File: src/hdl/deser_out_pkg.sv
// Purpose: shared constants for the deserializer output control
// Assumes: 40 MHz core_clk, AXI4-Lite register access
// Notes: byte offsets of the register map
package deser_out_pkg;
  localparam logic [7:0] ctrl_off = 8'h00;
  localparam logic [7:0] status_off = 8'h04;
  localparam logic [7:0] irq_stat_off = 8'h08;
  localparam logic [7:0] irq_mask_off = 8'h0c;
  localparam logic [7:0] mod_div_off = 8'h10;
  // ctrl fields
  localparam int ctrl_spread_bit = 0;
  localparam int ctrl_edge_bit = 1;
  localparam int ctrl_band_lo = 2;
  localparam int ctrl_en_bit = 4;
  localparam logic [31:0] ctrl_reset = 32'h0000_0012;
  // irq bits
  localparam int irq_spread_bit = 0;
  localparam int irq_settled_bit = 1;
  localparam int irq_lost_bit = 2;
  localparam logic [2:0] irq_mask_reset = 3'h0;
  // timing
  localparam int clk_mhz = 40;
  localparam int spread_settle_periods = 32000;
  localparam int mod_divide = 1024;
  localparam int bus_handover_ns = 30;
  localparam int bus_handover_cycles = (bus_handover_ns * clk_mhz + 999) / 1000;
  localparam int serializer_settle_periods = 17100;
  localparam int sync_stages = 2;
  localparam int stagger_cycles = 1;
  localparam int video_bits = 18;
  localparam int control_bits = 9;
  localparam int group_bits = 6;
  typedef enum logic [1:0] {
    st_sleep = 2'b00,
    st_ref = 2'b01,
    st_settle = 2'b10,
    st_live = 2'b11
  } out_state_e;
endpackage

File: src/hdl/video_deser_output_control.sv
// Purpose: output side control of a video link deserializer
// Assumes: recovered word stream and serial activity come from the core; lock is made here
// Notes: one clock, synchronous active-high reset
`timescale 1ns/1ps
module video_deser_output_control (
  input wire logic core_clk,
  input wire logic rst,
  input wire logic [7:0] s_axi_awaddr,
  input wire logic s_axi_awvalid,
  output logic s_axi_awready,
  input wire logic [31:0] s_axi_wdata,
  input wire logic [3:0] s_axi_wstrb,
  input wire logic s_axi_wvalid,
  output logic s_axi_wready,
  output logic [1:0] s_axi_bresp,
  output logic s_axi_bvalid,
  input wire logic s_axi_bready,
  input wire logic [7:0] s_axi_araddr,
  input wire logic s_axi_arvalid,
  output logic s_axi_arready,
  output logic [31:0] s_axi_rdata,
  output logic [1:0] s_axi_rresp,
  output logic s_axi_rvalid,
  input wire logic s_axi_rready,
  input wire logic sleep_n,
  input wire logic output_drive_enable,
  input wire logic serial_active,
  input wire logic word_valid,
  input wire logic word_is_video,
  input wire logic [17:0] recovered_word,
  input wire logic local_reference_clock,
  input wire logic recovered_clock,
  output logic [17:0] video_word_out,
  output logic [17:0] video_word_oe,
  output logic [8:0] control_word_out,
  output logic [8:0] control_word_oe,
  output logic video_phase_flag,
  output logic pclk_out,
  output logic pclk_oe,
  output logic capture_on_rising,
  output logic spread_wide,
  output logic mod_tick,
  output logic slow_edges,
  output logic [1:0] band_out,
  output logic lock_n,
  output logic lock_oe,
  output logic data_valid,
  output logic irq
);

  // ------------------------------------------------
  // register bus
  // ------------------------------------------------
  logic [31:0] ctrl;
  logic [2:0] irq_stat;
  logic [2:0] irq_mask;
  logic [7:0] aw_addr;
  logic aw_held;
  logic [31:0] w_data;
  logic [3:0] w_strb;
  logic w_held;
  logic [2:0] irq_event;

  wire do_write = aw_held && w_held && !s_axi_bvalid;
  wire wr_ctrl = do_write && aw_addr == deser_out_pkg::ctrl_off;
  wire wr_stat = do_write && aw_addr == deser_out_pkg::irq_stat_off;
  wire wr_mask = do_write && aw_addr == deser_out_pkg::irq_mask_off;
  wire wr_known = wr_ctrl || wr_stat || wr_mask;

  function automatic logic [31:0] merge(input logic [31:0] old, input logic [31:0] nw,
                                        input logic [3:0] be);
    logic [31:0] r;
    r = old;
    for (int i = 0; i < 4; i++)
    begin
      if (be[i])
        r[i*8 +: 8] = nw[i*8 +: 8];
    end
    return r;
  endfunction

  wire [31:0] next_ctrl = merge(ctrl, w_data, w_strb);
  assign s_axi_awready = !aw_held;
  assign s_axi_wready = !w_held;
  assign s_axi_arready = !s_axi_rvalid;

  always_ff @(posedge core_clk)
  begin
    if (rst)
    begin
      aw_held <= 1'b0;
      w_held <= 1'b0;
      aw_addr <= 8'h00;
      w_data <= 32'h0000_0000;
      w_strb <= 4'h0;
      s_axi_bvalid <= 1'b0;
      s_axi_bresp <= 2'b00;
    end
    else
    begin
      if (s_axi_awvalid && s_axi_awready)
      begin
        aw_held <= 1'b1;
        aw_addr <= s_axi_awaddr;
      end
      if (s_axi_wvalid && s_axi_wready)
      begin
        w_held <= 1'b1;
        w_data <= s_axi_wdata;
        w_strb <= s_axi_wstrb;
      end
      if (do_write)
      begin
        s_axi_bvalid <= 1'b1;
        s_axi_bresp <= wr_known ? 2'b00 : 2'b10;
        aw_held <= 1'b0;
        w_held <= 1'b0;
      end
      else if (s_axi_bvalid && s_axi_bready)
        s_axi_bvalid <= 1'b0;
    end
  end

  always_ff @(posedge core_clk)
  begin
    if (rst)
    begin
      ctrl <= deser_out_pkg::ctrl_reset;
      irq_mask <= deser_out_pkg::irq_mask_reset;
      irq_stat <= 3'h0;
    end
    else
    begin
      if (wr_ctrl)
        ctrl <= next_ctrl & 32'h0000_001f;
      if (wr_mask && w_strb[0])
        irq_mask <= w_data[2:0];
      // set wins over clear
      irq_stat <= (irq_stat & ~((wr_stat && w_strb[0]) ? w_data[2:0] : 3'h0)) | irq_event;
    end
  end
  assign irq = |(irq_stat & irq_mask);

  // ------------------------------------------------
  // select synchronisers
  // ------------------------------------------------
  logic [4:0] sel_meta;
  logic [4:0] sel_sync;
  logic [4:0] sel_last;
  always_ff @(posedge core_clk)
  begin
    if (rst)
    begin
      sel_meta <= 5'h00;
      sel_sync <= 5'h00;
      sel_last <= 5'h00;
    end
    else
    begin
      sel_meta <= ctrl[4:0];
      sel_sync <= sel_meta;
      sel_last <= sel_sync;
    end
  end
  wire spread_sel = sel_sync[deser_out_pkg::ctrl_spread_bit];
  wire edge_sel = sel_sync[deser_out_pkg::ctrl_edge_bit];
  wire [1:0] band_sel = sel_sync[deser_out_pkg::ctrl_band_lo +: 2];
  wire spread_change = sel_sync[0] != sel_last[0];
  assign spread_wide = spread_sel;
  assign capture_on_rising = edge_sel;
  assign band_out = band_sel;
  assign slow_edges = !band_sel[1];

  // ------------------------------------------------
  // modulation rate
  // ------------------------------------------------
  logic [9:0] mod_cnt;
  always_ff @(posedge core_clk)
  begin
    if (rst)
      mod_cnt <= 10'h000;
    else
      mod_cnt <= mod_cnt + 10'h001;
  end
  assign mod_tick = mod_cnt == 10'(deser_out_pkg::mod_divide - 1);

  // ------------------------------------------------
  // output state
  // ------------------------------------------------
  deser_out_pkg::out_state_e state;
  deser_out_pkg::out_state_e next_state;
  logic [15:0] settle_cnt;
  wire settle_done = settle_cnt == 16'(deser_out_pkg::spread_settle_periods - 1);

  always_comb
  begin
    next_state = state;
    unique case (state)
      deser_out_pkg::st_sleep: if (sleep_n) next_state = deser_out_pkg::st_ref;
      deser_out_pkg::st_ref: if (serial_active) next_state = deser_out_pkg::st_live;
      deser_out_pkg::st_settle: if (settle_done) next_state = deser_out_pkg::st_live;
      deser_out_pkg::st_live: if (spread_change) next_state = deser_out_pkg::st_settle;
    endcase
    if (state != deser_out_pkg::st_sleep && !serial_active)
      next_state = deser_out_pkg::st_ref;
    if (state == deser_out_pkg::st_settle && spread_change)
      next_state = deser_out_pkg::st_settle;
    if (!sleep_n)
      next_state = deser_out_pkg::st_sleep;
  end

  always_ff @(posedge core_clk)
  begin
    if (rst)
    begin
      state <= deser_out_pkg::st_sleep;
      settle_cnt <= 16'h0000;
    end
    else
    begin
      state <= next_state;
      settle_cnt <= (next_state == deser_out_pkg::st_settle && !spread_change
                     && state == deser_out_pkg::st_settle) ? settle_cnt + 16'h0001 : 16'h0000;
    end
  end

  wire live = state == deser_out_pkg::st_live;
  wire awake = state != deser_out_pkg::st_sleep;
  assign irq_event = {awake && !serial_active, live && state != next_state ? 1'b0 :
                      (state == deser_out_pkg::st_settle && next_state == deser_out_pkg::st_live),
                      spread_change};
  assign data_valid = live;

  // ------------------------------------------------
  // data path
  // ------------------------------------------------
  logic [17:0] video_hold;
  logic [17:0] video_lag1;
  logic [17:0] video_lag2;
  logic [8:0] control_hold;
  logic phase_hold;
  wire take = live && word_valid;
  always_ff @(posedge core_clk)
  begin
    if (rst || !live)
    begin
      video_hold <= 18'h00000;
      control_hold <= 9'h000;
      phase_hold <= 1'b0;
      video_lag1 <= 18'h00000;
      video_lag2 <= 18'h00000;
    end
    else
    begin
      if (take && word_is_video)
        video_hold <= recovered_word;
      if (take && !word_is_video)
        control_hold <= recovered_word[8:0];
      if (take)
        phase_hold <= word_is_video;
      video_lag1 <= video_hold;
      video_lag2 <= video_lag1;
    end
  end
  assign video_word_out = {video_lag2[17:12], video_lag1[11:6], video_hold[5:0]};
  assign control_word_out = control_hold;
  assign video_phase_flag = phase_hold;
  assign pclk_out = (live ? recovered_clock : local_reference_clock) ^ ~edge_sel;

  // ------------------------------------------------
  // pin enables
  // ------------------------------------------------
  wire drive = awake && output_drive_enable;
  assign video_word_oe = {18{drive}};
  assign control_word_oe = {9{drive}};
  assign pclk_oe = drive;
  assign lock_oe = awake;
  assign lock_n = !live;

  // ------------------------------------------------
  // register read
  // ------------------------------------------------
  wire rd_ctrl = s_axi_araddr == deser_out_pkg::ctrl_off;
  wire rd_status = s_axi_araddr == deser_out_pkg::status_off;
  wire rd_stat = s_axi_araddr == deser_out_pkg::irq_stat_off;
  wire rd_mask = s_axi_araddr == deser_out_pkg::irq_mask_off;
  wire rd_div = s_axi_araddr == deser_out_pkg::mod_div_off;
  wire rd_known = rd_ctrl || rd_status || rd_stat || rd_mask || rd_div;
  wire [31:0] status_word = {29'h0, live, awake, serial_active};
  wire [31:0] read_word = ({32{rd_ctrl}} & ctrl) | ({32{rd_status}} & status_word)
    | ({32{rd_stat}} & {29'h0, irq_stat}) | ({32{rd_mask}} & {29'h0, irq_mask})
    | ({32{rd_div}} & 32'(deser_out_pkg::mod_divide));
  always_ff @(posedge core_clk)
  begin
    if (rst)
    begin
      s_axi_rvalid <= 1'b0;
      s_axi_rdata <= 32'h0000_0000;
      s_axi_rresp <= 2'b00;
    end
    else if (s_axi_arvalid && s_axi_arready)
    begin
      s_axi_rvalid <= 1'b1;
      s_axi_rdata <= read_word;
      s_axi_rresp <= rd_known ? 2'b00 : 2'b10;
    end
    else if (s_axi_rvalid && s_axi_rready)
      s_axi_rvalid <= 1'b0;
  end

  // ------------------------------------------------
  // checks
  // ------------------------------------------------
  property p_spread_blank;
    @(posedge core_clk) disable iff (rst) spread_change && live |=> !data_valid;
  endproperty
  a_spread_blank: assert property (p_spread_blank) else $error("valid after spread change");
  property p_blank_low;
    @(posedge core_clk) disable iff (rst) !live
      |=> control_word_out == 9'h000 && video_word_out == 18'h00000;
  endproperty
  a_blank_low: assert property (p_blank_low) else $error("outputs not low when invalid");
  property p_oe;
    @(posedge core_clk) disable iff (rst) !output_drive_enable |-> !pclk_oe && lock_oe == awake;
  endproperty
  a_oe: assert property (p_oe) else $error("enable misapplied");
  property p_hold;
    @(posedge core_clk) disable iff (rst) live && !(take && !word_is_video) ##1 live
      |-> $stable(control_word_out);
  endproperty
  a_hold: assert property (p_hold) else $error("control changed outside phase");
  property p_stagger;
    @(posedge core_clk) disable iff (rst) live ##1 live ##1 live
      |-> video_word_out[17:12] == $past(video_hold[17:12], 2)
      && video_word_out[11:6] == $past(video_hold[11:6]);
  endproperty
  a_stagger: assert property (p_stagger) else $error("stagger wrong");
  property p_phase;
    @(posedge core_clk) disable iff (rst) take |=> video_phase_flag == $past(word_is_video);
  endproperty
  a_phase: assert property (p_phase) else $error("phase flag wrong");
  property p_mod;
    @(posedge core_clk) disable iff (rst) mod_tick |=> !mod_tick;
  endproperty
  a_mod: assert property (p_mod) else $error("modulation tick too fast");
  property p_sleep;
    @(posedge core_clk) disable iff (rst) !sleep_n |=> !lock_oe && video_word_oe == 18'h00000;
  endproperty
  a_sleep: assert property (p_sleep) else $error("sleep not tristated");
endmodule

File: config.mk
export PLATFORM = sky130hd
export DESIGN_NAME = video_deser_output_control
export DESIGN_NICKNAME = d
export VERILOG_FILES = /design/src/hdl/deser_out_pkg.sv /design/src/hdl/video_deser_output_control.sv
export SDC_FILE = /design/constraint.sdc
export NUM_CORES = 1
export LEC_CHECK = 0
export BUFFER_PORTS_ARGS = -buffer_cell sky130_fd_sc_hd__buf_2
export CAP_MARGIN = 10
export CORE_MARGIN = 4
export CORE_UTILIZATION = 49
export DETAILED_ROUTE_END_ITERATION = 8
export GPL_ROUTABILITY_DRIVEN = 0
export PLACE_DENSITY = 0.8
export REMOVE_ABC_BUFFERS = 1
export SLEW_MARGIN = 25
export SYNTH_ARGS = -nofsm -noshare
export SYNTH_HDL_FRONTEND = slang
export SYNTH_SLANG_ARGS = --single-unit
File: constraint.sdc
create_clock -name core_clk -period 1.95 [get_ports core_clk]
set_input_delay 0.39 -clock core_clk [delete_from_list [all_inputs] [get_ports core_clk]]
set_output_delay 0.39 -clock core_clk [all_outputs]
set_load 0.05 [all_outputs]
==> results of run 1 <==
## state kept, by name (all words and copies together) (netlist names), 6 cells and up
name / count
video_lag1: 12
aw_addr: 8
mod_cnt: 10
video_lag2: 6
settle_cnt: 16
video_hold: 18
s_axi_rdata: 6
control_word_out: 9
## synthesized netlist by cell type, types with 3 or more instances
cell type	number	share of area
sky130_fd_sc_hd__dfxtp_1	120	0.48
sky130_fd_sc_hd__xnor2_1	5	0.0087
sky130_fd_sc_hd__buf_4	67	0.10
sky130_fd_sc_hd__inv_1	13	0.0097
sky130_fd_sc_hd__nor2b_1	15	0.019
sky130_fd_sc_hd__nor2_1	52	0.039
sky130_fd_sc_hd__mux4_2	3	0.013
sky130_fd_sc_hd__nand2_1	65	0.048
sky130_fd_sc_hd__xor2_1	18	0.031
sky130_fd_sc_hd__buf_1	4	0.0030
sky130_fd_sc_hd__and2_1	20	0.025
sky130_fd_sc_hd__and3_1	5	0.0062
sky130_fd_sc_hd__nand2b_1	7	0.0087
sky130_fd_sc_hd__clkbuf_1	12	0.0089
sky130_fd_sc_hd__a21oi_1	42	0.042
sky130_fd_sc_hd__o21ai_0	6	0.0060
sky130_fd_sc_hd__nand3_1	12	0.012
sky130_fd_sc_hd__nor2_4	8	0.018
sky130_fd_sc_hd__nand4_1	13	0.016
sky130_fd_sc_hd__mux2i_1	18	0.036
sky130_fd_sc_hd__and4_1	6	0.010
## through the flow
stage | utilization | total power, µW | std cells | worst slack (ps) | instance area [µm²]
2_1_floorplan | - | 2950 | 488 | -8430 | 4530
3_3_place_gp | 0.548 | 3100 | 763 | 181 | 5430
3_5_place_dp | 0.548 | 3110 | 763 | 132 | 5430
4_1_cts | 0.628 | 6170 | 799 | -64.6 | 6220
5_1_grt | 0.632 | 6340 | 801 | -128 | 6260
6_report | 0.632 | 6130 | 801 | -31.2 | 6260
## report_power, final
| group | switching, µW | internal (µW) | total, µW |
|---|---|---|---|
| Clock | 1120 | 1890 | 3020 |
| Sequential | 30.3 | 2490 | 2520 |
| Combinational | 418 | 171 | 589 |
| Total | 1570 | 4550 | 6130 |
## cell type report
cell class / instances / area share
Sequential cell: 120 / 0.386
Clock inverter: 13 / 0.0234
Timing Repair Buffer: 145 / 0.144
Multi-Input combinational cell: 357 / 0.340
Clock buffer: 19 / 0.0705
Tap cell: 133 / 0.0266
Inverter: 14 / 0.00919
## repair_timing
item / 4_1_cts / 5_1_grt
gates resized for setup: 64 / 7
pin swaps: 4 / 5
cloned: 3 / 0
hold buffers: 0 / 0
endpoints found under the setup margin: 32 / 31
setup buffers: 1 / 2
## kinds of logic (layout without fill, tap and decap cells)
family,after synthesis,in the layout
simple gates,222,225
flops,120,120
buf+inv,100,191
compound gates,58,58
xor+xnor,23,23
mux,21,21
fa+ha+maj,2,2
other cells,1,28
## worst min-delay path, cell delays in order
cell                      delay, ps
sky130_fd_sc_hd__buf_2           80
sky130_fd_sc_hd__a21oi_1         50
sky130_fd_sc_hd__nor2_1          70
## worst paths after layout
check / cells past startpoint / to / slack, ps
hold / removal: 3 / w_data[1]$_SDFFE_PP0P_ / 110
setup reg to reg: 5 / settle_cnt[15]$_SDFF_PP0_ / 170
setup / recovery: 3 / control_word_oe[2] / -30
hold reg to reg: 1 / video_lag2[13]$_SDFF_PP0_ / 420
## routing by layer
metal	wire, µm	share of wire	global-route usage
met1	4410	0.41	0.216
met4	142	0.013	0.0659
met3	723	0.068	0.0593
met5	0	0	0
met2	5410	0.51	0.311
==> key figures, run 1 <==
Global route
  • Antenna violations before repair: 0
  • Vias in the first global route: 3833
  • Total track usage: 0.183
  • Pin count of the biggest net entering global routing: 44
  • Global-route wire length before repair: 17300 µm
  • Remaining global-route overflow: 0

Worst setup path
  • Setup crit start kind: register
  • Buffers and inverters on the worst path: 1
  • Critical-path maximum fanout: 7
  • Critical-path top delay cell: sky130_fd_sc_hd__dfxtp_4
  • Crit path DAT: 1590 ps
  • Worst setup EP type: primary output
  • Cell breakdown of the critical path: or2_2, and2_4, buf_4
  • R2r startpoint: settle_cnt[0]$_SDFF_PP0_
  • Category of the critical setup timing path: register to primary output
  • Worst path top cell family by delay: simple AND/OR/NAND/NOR gates
  • Worst setup path start: state[1]$_SDFF_PP0_
  • Delay of the slowest cell on the worst path: 360 ps
  • Worst EP required: 1560 ps

Logic synthesis
  • Number of flops mapped to enable cells by yosys: 0
  • Post-synthesis average cell area: 9.21 µm²
  • Area fraction in compound gates after synthesis: 0.0651
  • Adder-Cell Fraction of Synth Area: 0.00497
  • Top FF cell, synth: sky130_fd_sc_hd__dfxtp_1
  • Fraction of synthesized area in multiplexers: 0.0492
  • Sequential fraction of the synthesis area: 0.477
  • Dominant combinational cell family by area after synthesis: simple AND/OR/NAND/NOR gates
  • Count of mapped cells out of synthesis: 547
  • Number of synthesis warnings: 0
  • Post-Synth Simple-Gate Area: 0.232
  • Post-synthesis xor/xnor area fraction: 0.0400
  • Mapped cell area: 5040 µm²
  • Number of register bits inferred by synthesis: 120
  • Distinct cells, synth: 49
  • Share of flip-flops with an asynchronous set or reset: 0

Clock tree
  • Cell at the root of the clock tree: sky130_fd_sc_hd__clkbuf_8
  • Clock sink count: 120
  • Maximum buffer depth of the clock tree: 2
  • Clock Pin Slew Worst Setup and Hold Paths: 60 ps
  • TritonCTS clock tree: yes
  • Number of buffers created by CTS: 17
  • CTS H-Tree Depth: 4
  • Clock network latency to the later pin of the worst-skew pair: 510 ps

Die
  • Io pins: 192
  • Initial core utilization: 0.508
  • Width of the chip: 109 µm
  • Area of the core: 9910 µm²
  • Area of the die: 12000 µm²
  • Die height: 109 µm
  • Site Rows: 36

Finish
  • Net count reported at finish: 741
  • Top library cells by usage in the layout, fill and taps aside: sky130_fd_sc_hd__dfxtp_1 (115), sky130_fd_sc_hd__buf_2 (101), sky130_fd_sc_hd__nand2_1 (64)
  • Leading cell type in the layout, fill and taps excluded: sky130_fd_sc_hd__dfxtp_1
  • Antenna cells: 0
  • Fillers: 804
  • Area of the multi-input gates: 2130 µm²
  • Register cell area after layout: 2420 µm²
  • Area added between synthesis and finish: 24.4%
  • Proportion of layout cells with a drive suffix above 1: 0.316

Placement
  • Number of input and output port buffers inserted: 133
  • HPWL after detailed placement: 7510 µm

Timing
  • Least-Margin Pin Slew: 832 ps
  • Final worst clock skew: 10.1 ps
  • Final Setup Violations: 28
  • Slew headroom: 0.443
  • Post-layout min period: 1980 ps
  • Setup repair after global routing missed its margin: true
  • Min setup slack post-route: -31.2 ps
  • Slew Limit Fails: 0
  • TNS Setup: -565 ps
  • Final worst path period share: 1.02
  • Max Freq: 505 MHz
  • Total count of hold-check failures in the final report: 0
  • Worst Hold Slack: 106 ps

Detailed routing
  • Number of antenna-violating nets in the routed design: 0
  • Routed vias: 3939
  • Detail-routed net length per standard cell: 13.3 µm
  • Vias per cell: 4.92
  • Aggregate routed wire length: 10700 µm
  • Iter 0 DRT Violations: 257
  • DRC errors left: 0
  • Number of search-and-repair iterations in the first detailed-routing pass: 4

Power and ir drop
  • Maximum VDD drop: 0.548 mV
  • Lkg Pwr: 0.00269 µW
  • Areal power density over the cells: 978 nW/µm²

Min path
  • Hold crit path type: primary input to register
  • Origin of the worst min-delay path: s_axi_wdata[1]

Outcome
  • Run status: complete, but fails checks
  • Violations in the final reports: negative setup slack

Job
  • # Max-Cap Violations: 0
Note: power is estimated with default switching activity, not from simulation.
==> run 2: changes to the inputs <==
--- a/config.mk
+++ b/config.mk
@@ -13,6 +13,7 @@
 export GPL_ROUTABILITY_DRIVEN = 0
 export PLACE_DENSITY = 0.8
 export REMOVE_ABC_BUFFERS = 1
+export SKIP_LAST_GASP = 1
 export SLEW_MARGIN = 25
 export SYNTH_ARGS = -nofsm -noshare
 export SYNTH_HDL_FRONTEND = slang
==> key figures, run 2 (synthesis gave the netlist of run 1 again) <==
Outcome
  • Run status: complete, but fails checks
  • Violations in the final reports: negative setup slack

Die
  • Area of the core: 9910 µm²
  • Initial core utilization: 0.508
  • Die height: 109 µm
  • Width of the chip: 109 µm
  • Site Rows: 36
  • Area of the die: 12000 µm²
  • Io pins: 192

Timing
  • Post-layout min period: 2000 ps
  • Max Freq: 501 MHz
  • Least-Margin Pin Slew: 831 ps
  • Final worst path period share: 1.02
  • Setup repair after global routing missed its margin: true
  • Total count of hold-check failures in the final report: 0
  • TNS Setup: -565 ps
  • Slew Limit Fails: 0
  • Slew headroom: 0.444
  • Final Setup Violations: 28
  • Min setup slack post-route: -47.2 ps
  • Final worst clock skew: 9.53 ps

Detailed routing
  • Routed vias: 3921
  • Aggregate routed wire length: 10700 µm
  • Wire length on met1: 4350 µm
  • Detail-routed net length per standard cell: 13.3 µm
  • Total length of routed met3 wires: 747 µm
  • Iter 0 DRT Violations: 234
  • Number of antenna-violating nets in the routed design: 0
  • Highest metal layer with signal wires: met4
  • Vias per cell: 4.90
  • Total met2 wirelength after detailed routing: 5410 µm
  • Number of search-and-repair iterations in the first detailed-routing pass: 4
  • DRC errors left: 0

Finish
  • Leading cell type in the layout, fill and taps excluded: sky130_fd_sc_hd__dfxtp_1
  • Area added between synthesis and finish: 24.3%
  • Antenna cells: 0
  • Proportion of layout cells with a drive suffix above 1: 0.316
  • Net count reported at finish: 741
  • Post-layout instance area: 6260 µm²
  • Register bank with the most flops: video_hold
  • Top library cells by usage in the layout, fill and taps aside: sky130_fd_sc_hd__dfxtp_1 (115), sky130_fd_sc_hd__buf_2 (101), sky130_fd_sc_hd__nand2_1 (64)
  • Largest registers: video_hold: 18 flops, settle_cnt: 16 flops, video_lag1: 12 flops
  • Utilization after layout: 0.632
  • Max FFs per register: 18

Clock tree
  • Cell at the root of the clock tree: sky130_fd_sc_hd__clkbuf_8
  • Clock network latency to the later pin of the worst-skew pair: 510 ps
  • Clock sink count: 120
  • CTS H-Tree Depth: 4
  • Number of buffers created by CTS: 17
  • Maximum buffer depth of the clock tree: 2
  • TritonCTS clock tree: yes
  • Clock Pin Slew Worst Setup and Hold Paths: 60 ps
  • Total of hold buffers inserted after clock tree synthesis: 0

Worst setup path
  • Delay of the slowest cell on the worst path: 360 ps
  • Crit path DAT: 1610 ps
  • Category of the critical setup timing path: register to primary output
  • Critical-path top delay cell: sky130_fd_sc_hd__dfxtp_4
  • Critical-path maximum fanout: 7
  • Worst EP required: 1560 ps
  • Cell breakdown of the critical path: or2_2, and2_4, buf_4
  • Worst setup EP type: primary output
  • Setup crit start kind: register

Global route
  • Vias in the first global route: 3827
  • Global-route wire length before repair: 17200 µm
  • Pin count of the biggest net entering global routing: 44
  • Antenna violations before repair: 0
  • Total track usage: 0.183
  • Remaining global-route overflow: 0

Power and ir drop
  • Areal power density over the cells: 978 nW/µm²
  • Lkg Pwr: 0.00269 µW
  • Maximum VDD drop: 0.548 mV

Placement
  • HPWL after detailed placement: 7510 µm
  • Post-placement setup slack: 132 ps
  • Number of input and output port buffers inserted: 133
  • Placed cell area: 5430 µm²

Job
  • # Max-Cap Violations: 0

Min path
  • Hold crit path type: primary input to register
## run 2: cell counts in the layout (fill, tap and decap cells not counted)
No cell type changed its count.
## run 2: cell type report
class                           instances  area, µm²
Tap cell                              133        166
Sequential cell                       120       2420
Clock buffer                           19        442
Inverter                               14       57.6
Multi-Input combinational cell        357       2130
Clock inverter                         13        146
Timing Repair Buffer                  145        900
Fill cell                             806       3650
## run 2: worst max-delay path: cells and delay by family (launching register included)
kind          cells  cell delay, ps
simple gates      2             550
buf+inv           1             200
flops             1             360
## run 2: what timing repair did
item	in CTS	in global routing
buffers inserted	1	2
pin swaps	4	5
cloned	3	0
resized for setup	62	9
setup endpoints to repair	32	31
## run 2: power by group
part           total, µW  switching, µW  internal (µW)  leakage (µW)
clock               3010           1120           1890      0.000273
combinational        589            418            171       0.00144
sequential          2520           30.2           2490      0.000975
total               6120           1570           4550       0.00269
## run 2: worst paths after layout
check	from	end	slack [ps]	depth (start not counted)
worst max-delay path	state[1]$_SDFF_PP0_	video_word_oe[17]	-50	3
worst min-delay path	s_axi_wdata[1]	w_data[1]$_SDFFE_PP0P_	110	3
worst max register to register	settle_cnt[0]$_SDFF_PP0_	settle_cnt[15]$_SDFF_PP0_	170	5
worst min register to register	video_lag1[13]$_SDFF_PP0_	video_lag2[13]$_SDFF_PP0_	420	1
## run 2: metrics by stage
step,std cells,total power (µW),hold WS [ps]
2_1_floorplan,488,2950,406
3_3_place_gp,763,3100,409
3_5_place_dp,763,3110,413
4_1_cts,799,6160,82.6
5_1_grt,801,6340,94.8
6_report,801,6120,107
## run 2: metal layers
layer | global-route usage | up-vias
li1 | - | 1948
met1 | 0.216 | 1806
met2 | 0.311 | 153
met3 | 0.0587 | 14
met4 | 0.0659 | 0
met5 | 0 | -
